==> src/shared/hmf_pkg.sv <==
// Shared constants and types for the host message framer.
// Assumes a single 100 MHz clock and an asynchronous serial byte link.
package hmf_pkg;
	// Framing characters
	localparam logic [7:0] HMF_BEGIN_CHAR = 8'h7F;
	localparam logic [7:0] HMF_ESC_CHAR = 8'h7D;
	localparam logic [7:0] HMF_END_CHAR = 8'hFF;
	localparam logic [7:0] HMF_ESC_MASK = 8'h20;
	// Service code fields
	localparam int HMF_TYPE_HI = 15;
	localparam int HMF_TYPE_LO = 14;
	localparam int HMF_ID_W = 14;
	localparam logic [1:0] HMF_TYPE_REQUEST = 2'h0;
	localparam logic [1:0] HMF_TYPE_INDICATE = 2'h1;
	localparam logic [1:0] HMF_TYPE_CONFIRM = 2'h2;
	localparam logic [1:0] HMF_TYPE_UNUSED = 2'h3;
	localparam logic [13:0] HMF_ID_TRANSMIT = 14'h0041;
	localparam logic [13:0] HMF_ID_FLUSH = 14'h0042;
	localparam logic [13:0] HMF_ID_RECEIVE = 14'h0043;
	localparam logic [13:0] HMF_ID_LOCAL_MGMT = 14'h0044;
	localparam logic [13:0] HMF_ID_EXT_TRANSMIT = 14'h0045;
	localparam logic [13:0] HMF_ID_EXT_FLUSH = 14'h0046;
	localparam logic [13:0] HMF_ID_EXT_RECEIVE = 14'h0047;
	// Link timing: 1 Mbit/s at a 10 ns clock
	localparam int HMF_CLK_NS = 10;
	localparam int HMF_BIT_NS = 1000;
	localparam int HMF_BIT_CYCLES = HMF_BIT_NS / HMF_CLK_NS;
	// Serial receiver states
	typedef enum logic [3:0] {
		HMF_SR_IDLE = 4'b0001,
		HMF_SR_START = 4'b0010,
		HMF_SR_DATA = 4'b0100,
		HMF_SR_STOP = 4'b1000
	} hmf_srx_type;
	// Deframer states
	typedef enum logic [3:0] {
		HMF_R_HUNT = 4'b0001,
		HMF_R_LO = 4'b0010,
		HMF_R_HI = 4'b0100,
		HMF_R_PAY = 4'b1000
	} hmf_rx_type;
	// Framer states
	typedef enum logic [5:0] {
		HMF_T_IDLE = 6'b000001,
		HMF_T_BEGIN = 6'b000010,
		HMF_T_LO = 6'b000100,
		HMF_T_HI = 6'b001000,
		HMF_T_PAY = 6'b010000,
		HMF_T_END = 6'b100000
	} hmf_tx_type;
endpackage

==> src/shared/hmf_uart_if.sv <==
// Byte handshake between the framer core and its serial engine.
// Assumes both ends share one clock.
interface hmf_uart_if;
	logic tx_valid;
	logic [7:0] tx_data;
	logic tx_ready;
	logic rx_valid;
	logic [7:0] rx_data;
	modport uart (input tx_valid, input tx_data, output tx_ready, output rx_valid, output rx_data);
	modport core (output tx_valid, output tx_data, input tx_ready, input rx_valid, input rx_data);
endinterface

==> src/rtl/hmf_uart.sv <==
// 8N1 serial engine: one byte in, one byte out, LSB first.
// Assumes the serial input pin is asynchronous to mclk_i.
module hmf_uart #(
	parameter int BIT_CYCLES = hmf_pkg::HMF_BIT_CYCLES
) (
	input wire logic mclk_i,
	input wire logic nrst_i,
	hmf_uart_if.uart u,
	input wire logic host_txd_i,
	output logic host_rxd_o
);
	import hmf_pkg::*;

	localparam logic [15:0] BIT_LAST = 16'(BIT_CYCLES - 1);
	localparam logic [15:0] HALF_LAST = 16'(BIT_CYCLES / 2 - 1);

	////////////////////////////////////////////////////////////////////////
	// Receive
	logic sync1_r, sync2_r;
	hmf_srx_type srx_r;
	logic [15:0] rcnt_r;
	logic [2:0] rbit_r;
	logic [7:0] rsh_r;
	logic rvalid_r;
	logic [7:0] rdata_r;
	wire rtick_w = (rcnt_r == 16'h0000);

	always_ff @(posedge mclk_i or negedge nrst_i) begin
		if (!nrst_i) begin
			sync1_r <= 1'b1;
			sync2_r <= 1'b1;
		end else begin
			sync1_r <= host_txd_i;
			sync2_r <= sync1_r;
		end
	end

	always_ff @(posedge mclk_i or negedge nrst_i) begin
		if (!nrst_i) begin
			srx_r <= HMF_SR_IDLE;
			rcnt_r <= 16'h0000;
			rbit_r <= 3'h0;
			rsh_r <= 8'h00;
			rvalid_r <= 1'b0;
			rdata_r <= 8'h00;
		end else begin
			rvalid_r <= 1'b0;
			if (!rtick_w)
				rcnt_r <= rcnt_r - 16'h0001;
			case (srx_r)
				HMF_SR_IDLE: if (!sync2_r) begin
					srx_r <= HMF_SR_START;
					rcnt_r <= HALF_LAST;
				end
				HMF_SR_START: if (rtick_w) begin
					srx_r <= sync2_r ? HMF_SR_IDLE : HMF_SR_DATA;
					rcnt_r <= BIT_LAST;
					rbit_r <= 3'h0;
				end
				HMF_SR_DATA: if (rtick_w) begin
					rsh_r <= {sync2_r, rsh_r[7:1]};
					rcnt_r <= BIT_LAST;
					rbit_r <= rbit_r + 3'h1;
					if (rbit_r == 3'h7)
						srx_r <= HMF_SR_STOP;
				end
				HMF_SR_STOP: if (rtick_w) begin
					// A missing stop bit drops the byte
					rvalid_r <= sync2_r;
					rdata_r <= rsh_r;
					srx_r <= HMF_SR_IDLE;
				end
				default: srx_r <= HMF_SR_IDLE;
			endcase
		end
	end
	assign u.rx_valid = rvalid_r;
	assign u.rx_data = rdata_r;

	////////////////////////////////////////////////////////////////////////
	// Transmit
	logic busy_r;
	logic [15:0] tcnt_r;
	logic [3:0] tbits_r;
	logic [8:0] tsh_r;
	logic rxd_r;

	always_ff @(posedge mclk_i or negedge nrst_i) begin
		if (!nrst_i) begin
			busy_r <= 1'b0;
			tcnt_r <= 16'h0000;
			tbits_r <= 4'h0;
			tsh_r <= 9'h1FF;
			rxd_r <= 1'b1;
		end else if (!busy_r) begin
			if (u.tx_valid) begin
				busy_r <= 1'b1;
				rxd_r <= 1'b0;
				tsh_r <= {1'b1, u.tx_data};
				tbits_r <= 4'h9;
				tcnt_r <= BIT_LAST;
			end
		end else if (tcnt_r != 16'h0000) begin
			tcnt_r <= tcnt_r - 16'h0001;
		end else if (tbits_r == 4'h0) begin
			busy_r <= 1'b0;
		end else begin
			rxd_r <= tsh_r[0];
			tsh_r <= {1'b1, tsh_r[8:1]};
			tbits_r <= tbits_r - 4'h1;
			tcnt_r <= BIT_LAST;
		end
	end
	assign u.tx_ready = !busy_r;
	assign host_rxd_o = rxd_r;
endmodule

==> src/rtl/hmf_framer.sv <==
// Byte-stuffed message framer and deframer for the host serial link.
// Assumes the host honours the grant line and drives 8N1 at 1 Mbit/s.
module hmf_framer #(
	parameter logic [7:0] START_CHAR = hmf_pkg::HMF_BEGIN_CHAR,
	parameter int BIT_CYCLES = hmf_pkg::HMF_BIT_CYCLES
) (
	input wire logic mclk_i,
	input wire logic nrst_i,
	input wire logic host_txd_i,
	output logic host_rxd_o,
	input wire logic host_to_module_send_request_i,
	output logic module_to_host_send_grant_o,
	input wire logic rx_accept_i,
	output logic rx_code_valid_o,
	output logic [15:0] rx_code_o,
	output logic rx_data_valid_o,
	output logic [7:0] rx_data_o,
	output logic rx_end_o,
	output logic rx_abort_o,
	input wire logic tx_start_i,
	input wire logic [15:0] tx_code_i,
	input wire logic tx_has_payload_i,
	output logic tx_busy_o,
	output logic tx_refused_o,
	input wire logic tx_valid_i,
	input wire logic [7:0] tx_data_i,
	input wire logic tx_last_i,
	output logic tx_ready_o,
	output logic req_outstanding_o,
	output logic [hmf_pkg::HMF_ID_W-1:0] req_id_o,
	output logic confirm_owed_o,
	output logic [hmf_pkg::HMF_ID_W-1:0] confirm_id_o
);
	import hmf_pkg::*;

	function automatic logic is_special(input logic [7:0] b);
		return (b == START_CHAR) || (b == HMF_BEGIN_CHAR) || (b == HMF_ESC_CHAR) || (b == HMF_END_CHAR);
	endfunction

	hmf_uart_if u ();

	hmf_uart #(.BIT_CYCLES(BIT_CYCLES)) serial_u (
		.mclk_i(mclk_i),
		.nrst_i(nrst_i),
		.u(u),
		.host_txd_i(host_txd_i),
		.host_rxd_o(host_rxd_o)
	);

	////////////////////////////////////////////////////////////////////////
	// Flow control lines
	logic rts1_r, rts2_r;
	always_ff @(posedge mclk_i or negedge nrst_i) begin
		if (!nrst_i) begin
			rts1_r <= 1'b0;
			rts2_r <= 1'b0;
			module_to_host_send_grant_o <= 1'b0;
		end else begin
			rts1_r <= host_to_module_send_request_i;
			rts2_r <= rts1_r;
			module_to_host_send_grant_o <= rx_accept_i;
		end
	end

	////////////////////////////////////////////////////////////////////////
	// Deframer
	hmf_rx_type rx_st;
	logic rx_esc_r;
	logic [7:0] rx_lo_r;
	wire [7:0] rx_b_w = u.rx_data;
	wire rx_is_start_w = (rx_b_w == START_CHAR);
	wire rx_is_end_w = (rx_b_w == HMF_END_CHAR);
	wire rx_is_esc_w = (rx_b_w == HMF_ESC_CHAR);
	wire [7:0] rx_val_w = rx_esc_r ? (rx_b_w | HMF_ESC_MASK) : rx_b_w;
	wire [15:0] rx_code_w = {rx_val_w, rx_lo_r};
	wire [1:0] rx_type_w = rx_code_w[HMF_TYPE_HI:HMF_TYPE_LO];
	wire [HMF_ID_W-1:0] rx_id_w = rx_code_w[HMF_ID_W-1:0];
	wire rx_data_w = u.rx_valid && !rx_is_start_w && !rx_is_end_w && !rx_is_esc_w;
	wire rx_code_done_w = rx_data_w && (rx_st == HMF_R_HI);

	always_ff @(posedge mclk_i or negedge nrst_i) begin
		if (!nrst_i) begin
			rx_st <= HMF_R_HUNT;
			rx_esc_r <= 1'b0;
			rx_lo_r <= 8'h00;
			rx_code_valid_o <= 1'b0;
			rx_code_o <= 16'h0000;
			rx_data_valid_o <= 1'b0;
			rx_data_o <= 8'h00;
			rx_end_o <= 1'b0;
			rx_abort_o <= 1'b0;
		end else begin
			rx_code_valid_o <= 1'b0;
			rx_data_valid_o <= 1'b0;
			rx_end_o <= 1'b0;
			rx_abort_o <= 1'b0;
			if (u.rx_valid) begin
				if (rx_is_start_w) begin
					rx_st <= HMF_R_LO;
					rx_esc_r <= 1'b0;
					rx_abort_o <= (rx_st != HMF_R_HUNT);
				end else if (rx_st == HMF_R_HUNT) begin
					rx_esc_r <= 1'b0;
				end else if (rx_is_end_w) begin
					rx_end_o <= (rx_st == HMF_R_PAY);
					rx_abort_o <= (rx_st != HMF_R_PAY);
					rx_st <= HMF_R_HUNT;
					rx_esc_r <= 1'b0;
				end else if (rx_is_esc_w) begin
					rx_esc_r <= 1'b1;
				end else begin
					rx_esc_r <= 1'b0;
					case (rx_st)
						HMF_R_LO: begin
							rx_lo_r <= rx_val_w;
							rx_st <= HMF_R_HI;
						end
						HMF_R_HI: begin
							rx_code_o <= rx_code_w;
							rx_code_valid_o <= 1'b1;
							rx_st <= HMF_R_PAY;
						end
						HMF_R_PAY: begin
							rx_data_o <= rx_val_w;
							rx_data_valid_o <= 1'b1;
						end
						default: rx_st <= HMF_R_HUNT;
					endcase
				end
			end
		end
	end

	////////////////////////////////////////////////////////////////////////
	// Framer
	hmf_tx_type tx_st;
	logic [15:0] tx_code_r;
	logic tx_pay_r;
	logic [7:0] tx_byte_r;
	logic tx_have_r;
	logic tx_last_r;
	logic tx_esc_sent_r;
	logic tx_valid_r;
	logic [7:0] tx_out_r;
	wire tx_is_req_w = (tx_code_i[HMF_TYPE_HI:HMF_TYPE_LO] == HMF_TYPE_REQUEST);
	wire tx_is_cfm_w = (tx_code_i[HMF_TYPE_HI:HMF_TYPE_LO] == HMF_TYPE_CONFIRM);
	wire tx_accept_w = tx_start_i && (tx_st == HMF_T_IDLE) && !(tx_is_req_w && req_outstanding_o);
	wire tx_take_w = tx_valid_i && tx_ready_o;
	wire tx_framing_w = (tx_st == HMF_T_BEGIN) || (tx_st == HMF_T_END);
	wire [7:0] tx_cur_w = (tx_st == HMF_T_BEGIN) ? START_CHAR :
		(tx_st == HMF_T_END) ? HMF_END_CHAR :
		(tx_st == HMF_T_LO) ? tx_code_r[7:0] :
		(tx_st == HMF_T_HI) ? tx_code_r[15:8] : tx_byte_r;
	wire tx_need_esc_w = !tx_framing_w && is_special(tx_cur_w);
	wire tx_fire_w = u.tx_ready && !tx_valid_r && rts2_r && (tx_st != HMF_T_IDLE) &&
		((tx_st != HMF_T_PAY) || tx_have_r);
	wire tx_adv_w = tx_fire_w && !(tx_need_esc_w && !tx_esc_sent_r);

	always_ff @(posedge mclk_i or negedge nrst_i) begin
		if (!nrst_i) begin
			tx_st <= HMF_T_IDLE;
			tx_code_r <= 16'h0000;
			tx_pay_r <= 1'b0;
			tx_byte_r <= 8'h00;
			tx_have_r <= 1'b0;
			tx_last_r <= 1'b0;
			tx_esc_sent_r <= 1'b0;
			tx_valid_r <= 1'b0;
			tx_out_r <= 8'h00;
			tx_ready_o <= 1'b0;
			tx_busy_o <= 1'b0;
			tx_refused_o <= 1'b0;
		end else begin
			tx_valid_r <= tx_fire_w;
			tx_refused_o <= tx_start_i && (tx_st == HMF_T_IDLE) && !tx_accept_w;
			tx_busy_o <= (tx_st != HMF_T_IDLE) || tx_accept_w;
			tx_ready_o <= (tx_st == HMF_T_PAY) && !tx_have_r && !tx_take_w;
			if (tx_take_w) begin
				tx_byte_r <= tx_data_i;
				tx_last_r <= tx_last_i;
				tx_have_r <= 1'b1;
			end
			if (tx_accept_w) begin
				tx_code_r <= tx_code_i;
				tx_pay_r <= tx_has_payload_i;
				tx_st <= HMF_T_BEGIN;
			end
			if (tx_fire_w) begin
				if (!tx_adv_w) begin
					tx_out_r <= HMF_ESC_CHAR;
					tx_esc_sent_r <= 1'b1;
				end else begin
					tx_out_r <= tx_esc_sent_r ? (tx_cur_w & ~HMF_ESC_MASK) : tx_cur_w;
					tx_esc_sent_r <= 1'b0;
					case (tx_st)
						HMF_T_BEGIN: tx_st <= HMF_T_LO;
						HMF_T_LO: tx_st <= HMF_T_HI;
						HMF_T_HI: tx_st <= tx_pay_r ? HMF_T_PAY : HMF_T_END;
						HMF_T_PAY: begin
							tx_have_r <= 1'b0;
							if (tx_last_r)
								tx_st <= HMF_T_END;
						end
						HMF_T_END: tx_st <= HMF_T_IDLE;
						default: tx_st <= HMF_T_IDLE;
					endcase
				end
			end
		end
	end
	assign u.tx_valid = tx_valid_r;
	assign u.tx_data = tx_out_r;

	////////////////////////////////////////////////////////////////////////
	// Request and confirm bookkeeping; a set wins over a same-cycle clear
	wire req_set_w = tx_accept_w && tx_is_req_w;
	wire req_clr_w = rx_code_done_w && (rx_type_w == HMF_TYPE_CONFIRM) && (rx_id_w == req_id_o);
	wire cfm_set_w = rx_code_done_w && (rx_type_w == HMF_TYPE_REQUEST);
	wire cfm_clr_w = tx_accept_w && tx_is_cfm_w && (tx_code_i[HMF_ID_W-1:0] == confirm_id_o);

	always_ff @(posedge mclk_i or negedge nrst_i) begin
		if (!nrst_i) begin
			req_outstanding_o <= 1'b0;
			req_id_o <= '0;
			confirm_owed_o <= 1'b0;
			confirm_id_o <= '0;
		end else begin
			if (req_set_w) begin
				req_outstanding_o <= 1'b1;
				req_id_o <= tx_code_i[HMF_ID_W-1:0];
			end else if (req_clr_w)
				req_outstanding_o <= 1'b0;
			if (cfm_set_w) begin
				confirm_owed_o <= 1'b1;
				confirm_id_o <= rx_id_w;
			end else if (cfm_clr_w)
				confirm_owed_o <= 1'b0;
		end
	end
endmodule

==> config.mk <==
export PLATFORM = sky130hd
export DESIGN_NAME = hmf_framer
export DESIGN_NICKNAME = d
export VERILOG_FILES = /design/src/shared/hmf_pkg.sv /design/src/shared/hmf_uart_if.sv /design/src/rtl/hmf_uart.sv /design/src/rtl/hmf_framer.sv
export SDC_FILE = /design/constraint.sdc
export NUM_CORES = 1
export LEC_CHECK = 0
export BUFFER_PORTS_ARGS = -buffer_cell sky130_fd_sc_hd__buf_2
export CAP_MARGIN = 5
export CORE_MARGIN = 4
export CORE_UTILIZATION = 31
export DETAILED_ROUTE_END_ITERATION = 8
export PLACE_DENSITY = 0.47
export REMOVE_ABC_BUFFERS = 1
export SETUP_SLACK_MARGIN = 0.2
export SYNTH_ARGS = -nofsm -noshare
export SYNTH_HDL_FRONTEND = slang
export SYNTH_SLANG_ARGS = --single-unit
==> constraint.sdc <==
create_clock -name mclk_i -period 3.24 [get_ports mclk_i]
set_input_delay 0.648 -clock mclk_i [delete_from_list [all_inputs] [get_ports mclk_i]]
set_output_delay 0.648 -clock mclk_i [all_outputs]
set_load 0.03 [all_outputs]
==> flow_summary_export.csv <==
group,metric,value,unit
run_status,outcome,"finished clean",
sta,finalHoldViolations,0,
pwr,fin_total_pwr,7090,uW
setup_path,regToRegSetupSlack,0.37,ns
logic_synthesis,ys_warn_count,0,
logic_synthesis,synth_flop_cell,"dfrtp_1",
layout,antenna_cells,0,
drt,drt_iter0_drc,443,
layout,final_cell_mix,"178 x dfrtp_1, 108 x nand2_1, 94 x buf_2",
sta,min_period_over_period,0.885,
sta,setup_viol,0,
clock_tree,htree_levels,4,
logic_synthesis,synth_edf_count,0,
drt,final_antenna_net_count,0,
setup_path,cp_max_fo,8,
drt,route.detailed.drc,0,
layout,drive_gt1_frac,0.292,
drt,viasPerCell,4.81,
grt,track_usage,0.148,
sta,tightest_slew,0.727,ns
setup_path,path_class,"register to register",
sta,slew_headroom,0.514,
setup_path,worstReg2RegStart,"tx_st[4]$_DFF_PN0_",
grt,grt_start_max_net_pins,78,
die,start_util,0.316,
setup_path,critPathArrivalTime,3.18,ns
grt,grt_pass1_vias,6424,
layout,fillers,2856,
sta,skew,0.0139,ns
setup_path,worstSetupStartpointType,"register",
setup_path,path_buf_inv,1,
setup_path,r2r-end,"tx_st[2]$_DFF_PN0_",
drt,vias,6309,
sta,drv_slew,0,
clock_tree,cts_buffers,17,
layout,synthToLayoutAreaGrowth,18.4,%
place,hpwl,16200,um
drt,dr.pass1.iters,4,
sta,setup_tns,0,ns
die,die_h,177,um
logic_synthesis,synthArstFlopShare,1.00,
sta,rsz0062_at_grt,"false",
clock_tree,clk_path_buf_depth,2,
place,port_buffers,95,
setup_path,cpPeakStageDelay,0.62,ns
pwr,p_leak,0.00502,uW
setup_path,path_cells,"buf_4, or4_1, o22ai_4, o32ai_1, or4_4, o21ai_4, mux2_2",
place,place_congestion,0.825,
sta,whs,0.233,ns
logic_synthesis,syn_avg_cell_area,10.9,sq um
layout,final_common_cell,"dfrtp_1",
setup_path,cp_top_family,"simple AND/OR/NAND/NOR gates",
logic_synthesis,ys_seq_area_frac,0.545,
die,die_area,31300,sq um
flow_run,max_cap_viol_count,0,
logic_synthesis,yosysTopAreaCellShare,0.503,
die,rows,61,
sta,fin_crit,2.87,ns
logic_synthesis,netlist_area,8860,sq um
logic_synthesis,syn_inst,811,
layout,nets,962,
setup_path,crit_required,3.55,ns
die,coreArea,28000,sq um
clock_tree,clkTransAtPathRegs,0.07,ns
logic_synthesis,yosysTopAreaCell,"dfrtp_1",
pwr,ir_drop,0.000339,V
clock_tree,hold_buffers,0,
grt,grt_pass1_wl,36500,um
clock_tree,insertion_delay,0.44,ns
clock_tree,cts_tree,"built",
sta,max_freq,0.349,GHz
setup_path,critPathCaptureType,"register",
layout,fin_util,0.374,
setup_path,cpMaxStageDelayCell,"or4_1",
grt,antenna_found_initial,0,
die,die_w,177,um
drt,wl_per_cell,17.1,um
worst_hold_path,hold_class,"input pin to asynchronous set/reset pin",
clock_tree,clockRootBuffer,"clkbuf_16",
die,io_pins,96,
setup_path,reg2reg_depth,7,
drt,wirelength,22500,um
grt,gr-total-overflow,0,
logic_synthesis,ys_ff_latch,192,
logic_synthesis,yosysUniqueCellTypes,67,
pwr,powerDensity,677,nW/um^2
clock_tree,clock-sinks,192,
logic_synthesis,synthTopCellsByArea,"dfrtp_1 50%, mux2_2 10%, nand2_1 4.6%",
Yosys cell counts (5+ instances only):
master	count
mux2_2	82
a21oi_1	25
a21boi_0	7
or4_1	6
nand2b_1	10
a211oi_1	6
ha_1	8
o21ai_0	34
xor2_1	29
nand3_1	16
nor2_1	80
dfrtp_1	178
nor4_1	16
nand4_1	5
nand3b_1	5
nand2_1	108
nor3_1	19
and3_1	6
inv_1	14
o31ai_1	7
clkbuf_1	23
or3_1	5
buf_4	6
dfstp_2	14
xnor2_1	21
a31oi_1	9
area by class of cell:
class	count	area (sq um)	area share
clock buffer	19	443	0.0422
clock inverter	13	140	0.0134
inverter	17	66.3	0.00632
multi-input combinational	569	3820	0.364
sequential	192	4820	0.460
tap	378	473	0.0451
timing repair buffer	124	727	0.0693
sequential cells by signal (all words and copies together) (netlist names), 3 cells and up:
register,count
confirm_id_o,14
req_id_o,14
rx_code_o,16
rx_data_o,8
rx_lo_r,8
rx_st,4
serial_u.rbit_r,3
serial_u.rcnt_r,16
serial_u.rsh_r,8
serial_u.srx_r,4
serial_u.tbits_r,4
serial_u.tcnt_r,16
serial_u.tsh_r,8
serial_u.u.rx_data,8
tx_byte_r,8
tx_code_r,16
tx_out_r,8
tx_st,6
metal layers:
metal	routed length, um	GRT usage
met5	0	0
met3	903	0.0301
met2	10600	0.231
met4	272	0.0358
met1	10700	0.211
worst max-delay path by stage:
stage | from | end | slack (ns) | depth (start not counted)
2_1_floorplan | serial_u.u.rx_data[7]$_DFFE_PN0P_ | req_outstanding_o$_DFFE_PN0P_ | -0.07 | 6
3_3_place_gp | tx_st[5]$_DFF_PN0_ | tx_st[2]$_DFF_PN0_ | 0.29 | 6
3_5_place_dp | tx_st[5]$_DFF_PN0_ | tx_st[5]$_DFF_PN0_ | 0.24 | 6
5_1_grt | serial_u.rcnt_r[9]$_DFF_PN0_ | serial_u.rcnt_r[5]$_DFF_PN0_ | 0.25 | 8
4_1_cts | tx_st[5]$_DFF_PN0_ | tx_st[2]$_DFF_PN0_ | 0.23 | 6
6_report | tx_st[4]$_DFF_PN0_ | tx_st[2]$_DFF_PN0_ | 0.37 | 7
power breakdown:
group / internal [uW] / leakage [uW] / switching, uW
registers: 2890 / 0.00249 / 422
clock network: 1120 / 0.000287 / 1010
logic: 684 / 0.00224 / 968
total: 4690 / 0.00502 / 2400
worst reg2reg max path: cells and delay by family, from the launching register on:
| kind | cells | cell delay, ns |
|---|---|---|
| multiplexers | 1 | 0.37 |
| flip-flops | 1 | 0.40 |
| AO/OA/AOI/OAI | 3 | 0.62 |
| buffers and inverters | 1 | 0.17 |
| AND/OR/NAND/NOR | 2 | 1.20 |
stage by stage:
step | worst slack, ns | cell area, sq um | cells
final | 0.373 | 10500 | 1312
after global routing | 0.248 | 10500 | 1312
after CTS | 0.227 | 10500 | 1312
after detailed placement | 0.243 | 9900 | 1280
after global placement | 0.295 | 9900 | 1280
after floorplan | -0.0672 | 8690 | 778
timing repair:
action / 4_1_cts / 5_1_grt
setup endpoints to repair: 0 / 3
buffers inserted: 0 / 0
resized for setup: 0 / 2
logic make-up after synthesis:
kind of cell	count (synthesis)	synth area share
AND/OR/NAND/NOR	306	0.169
flip-flops	192	0.545
AO/OA/AOI/OAI	122	0.0937
multiplexers	83	0.105
XOR/XNOR	50	0.0494
buffers and inverters	50	0.0267
adder cells (fa/ha/maj)	8	0.0113
(Power assumes the default switching activity.)
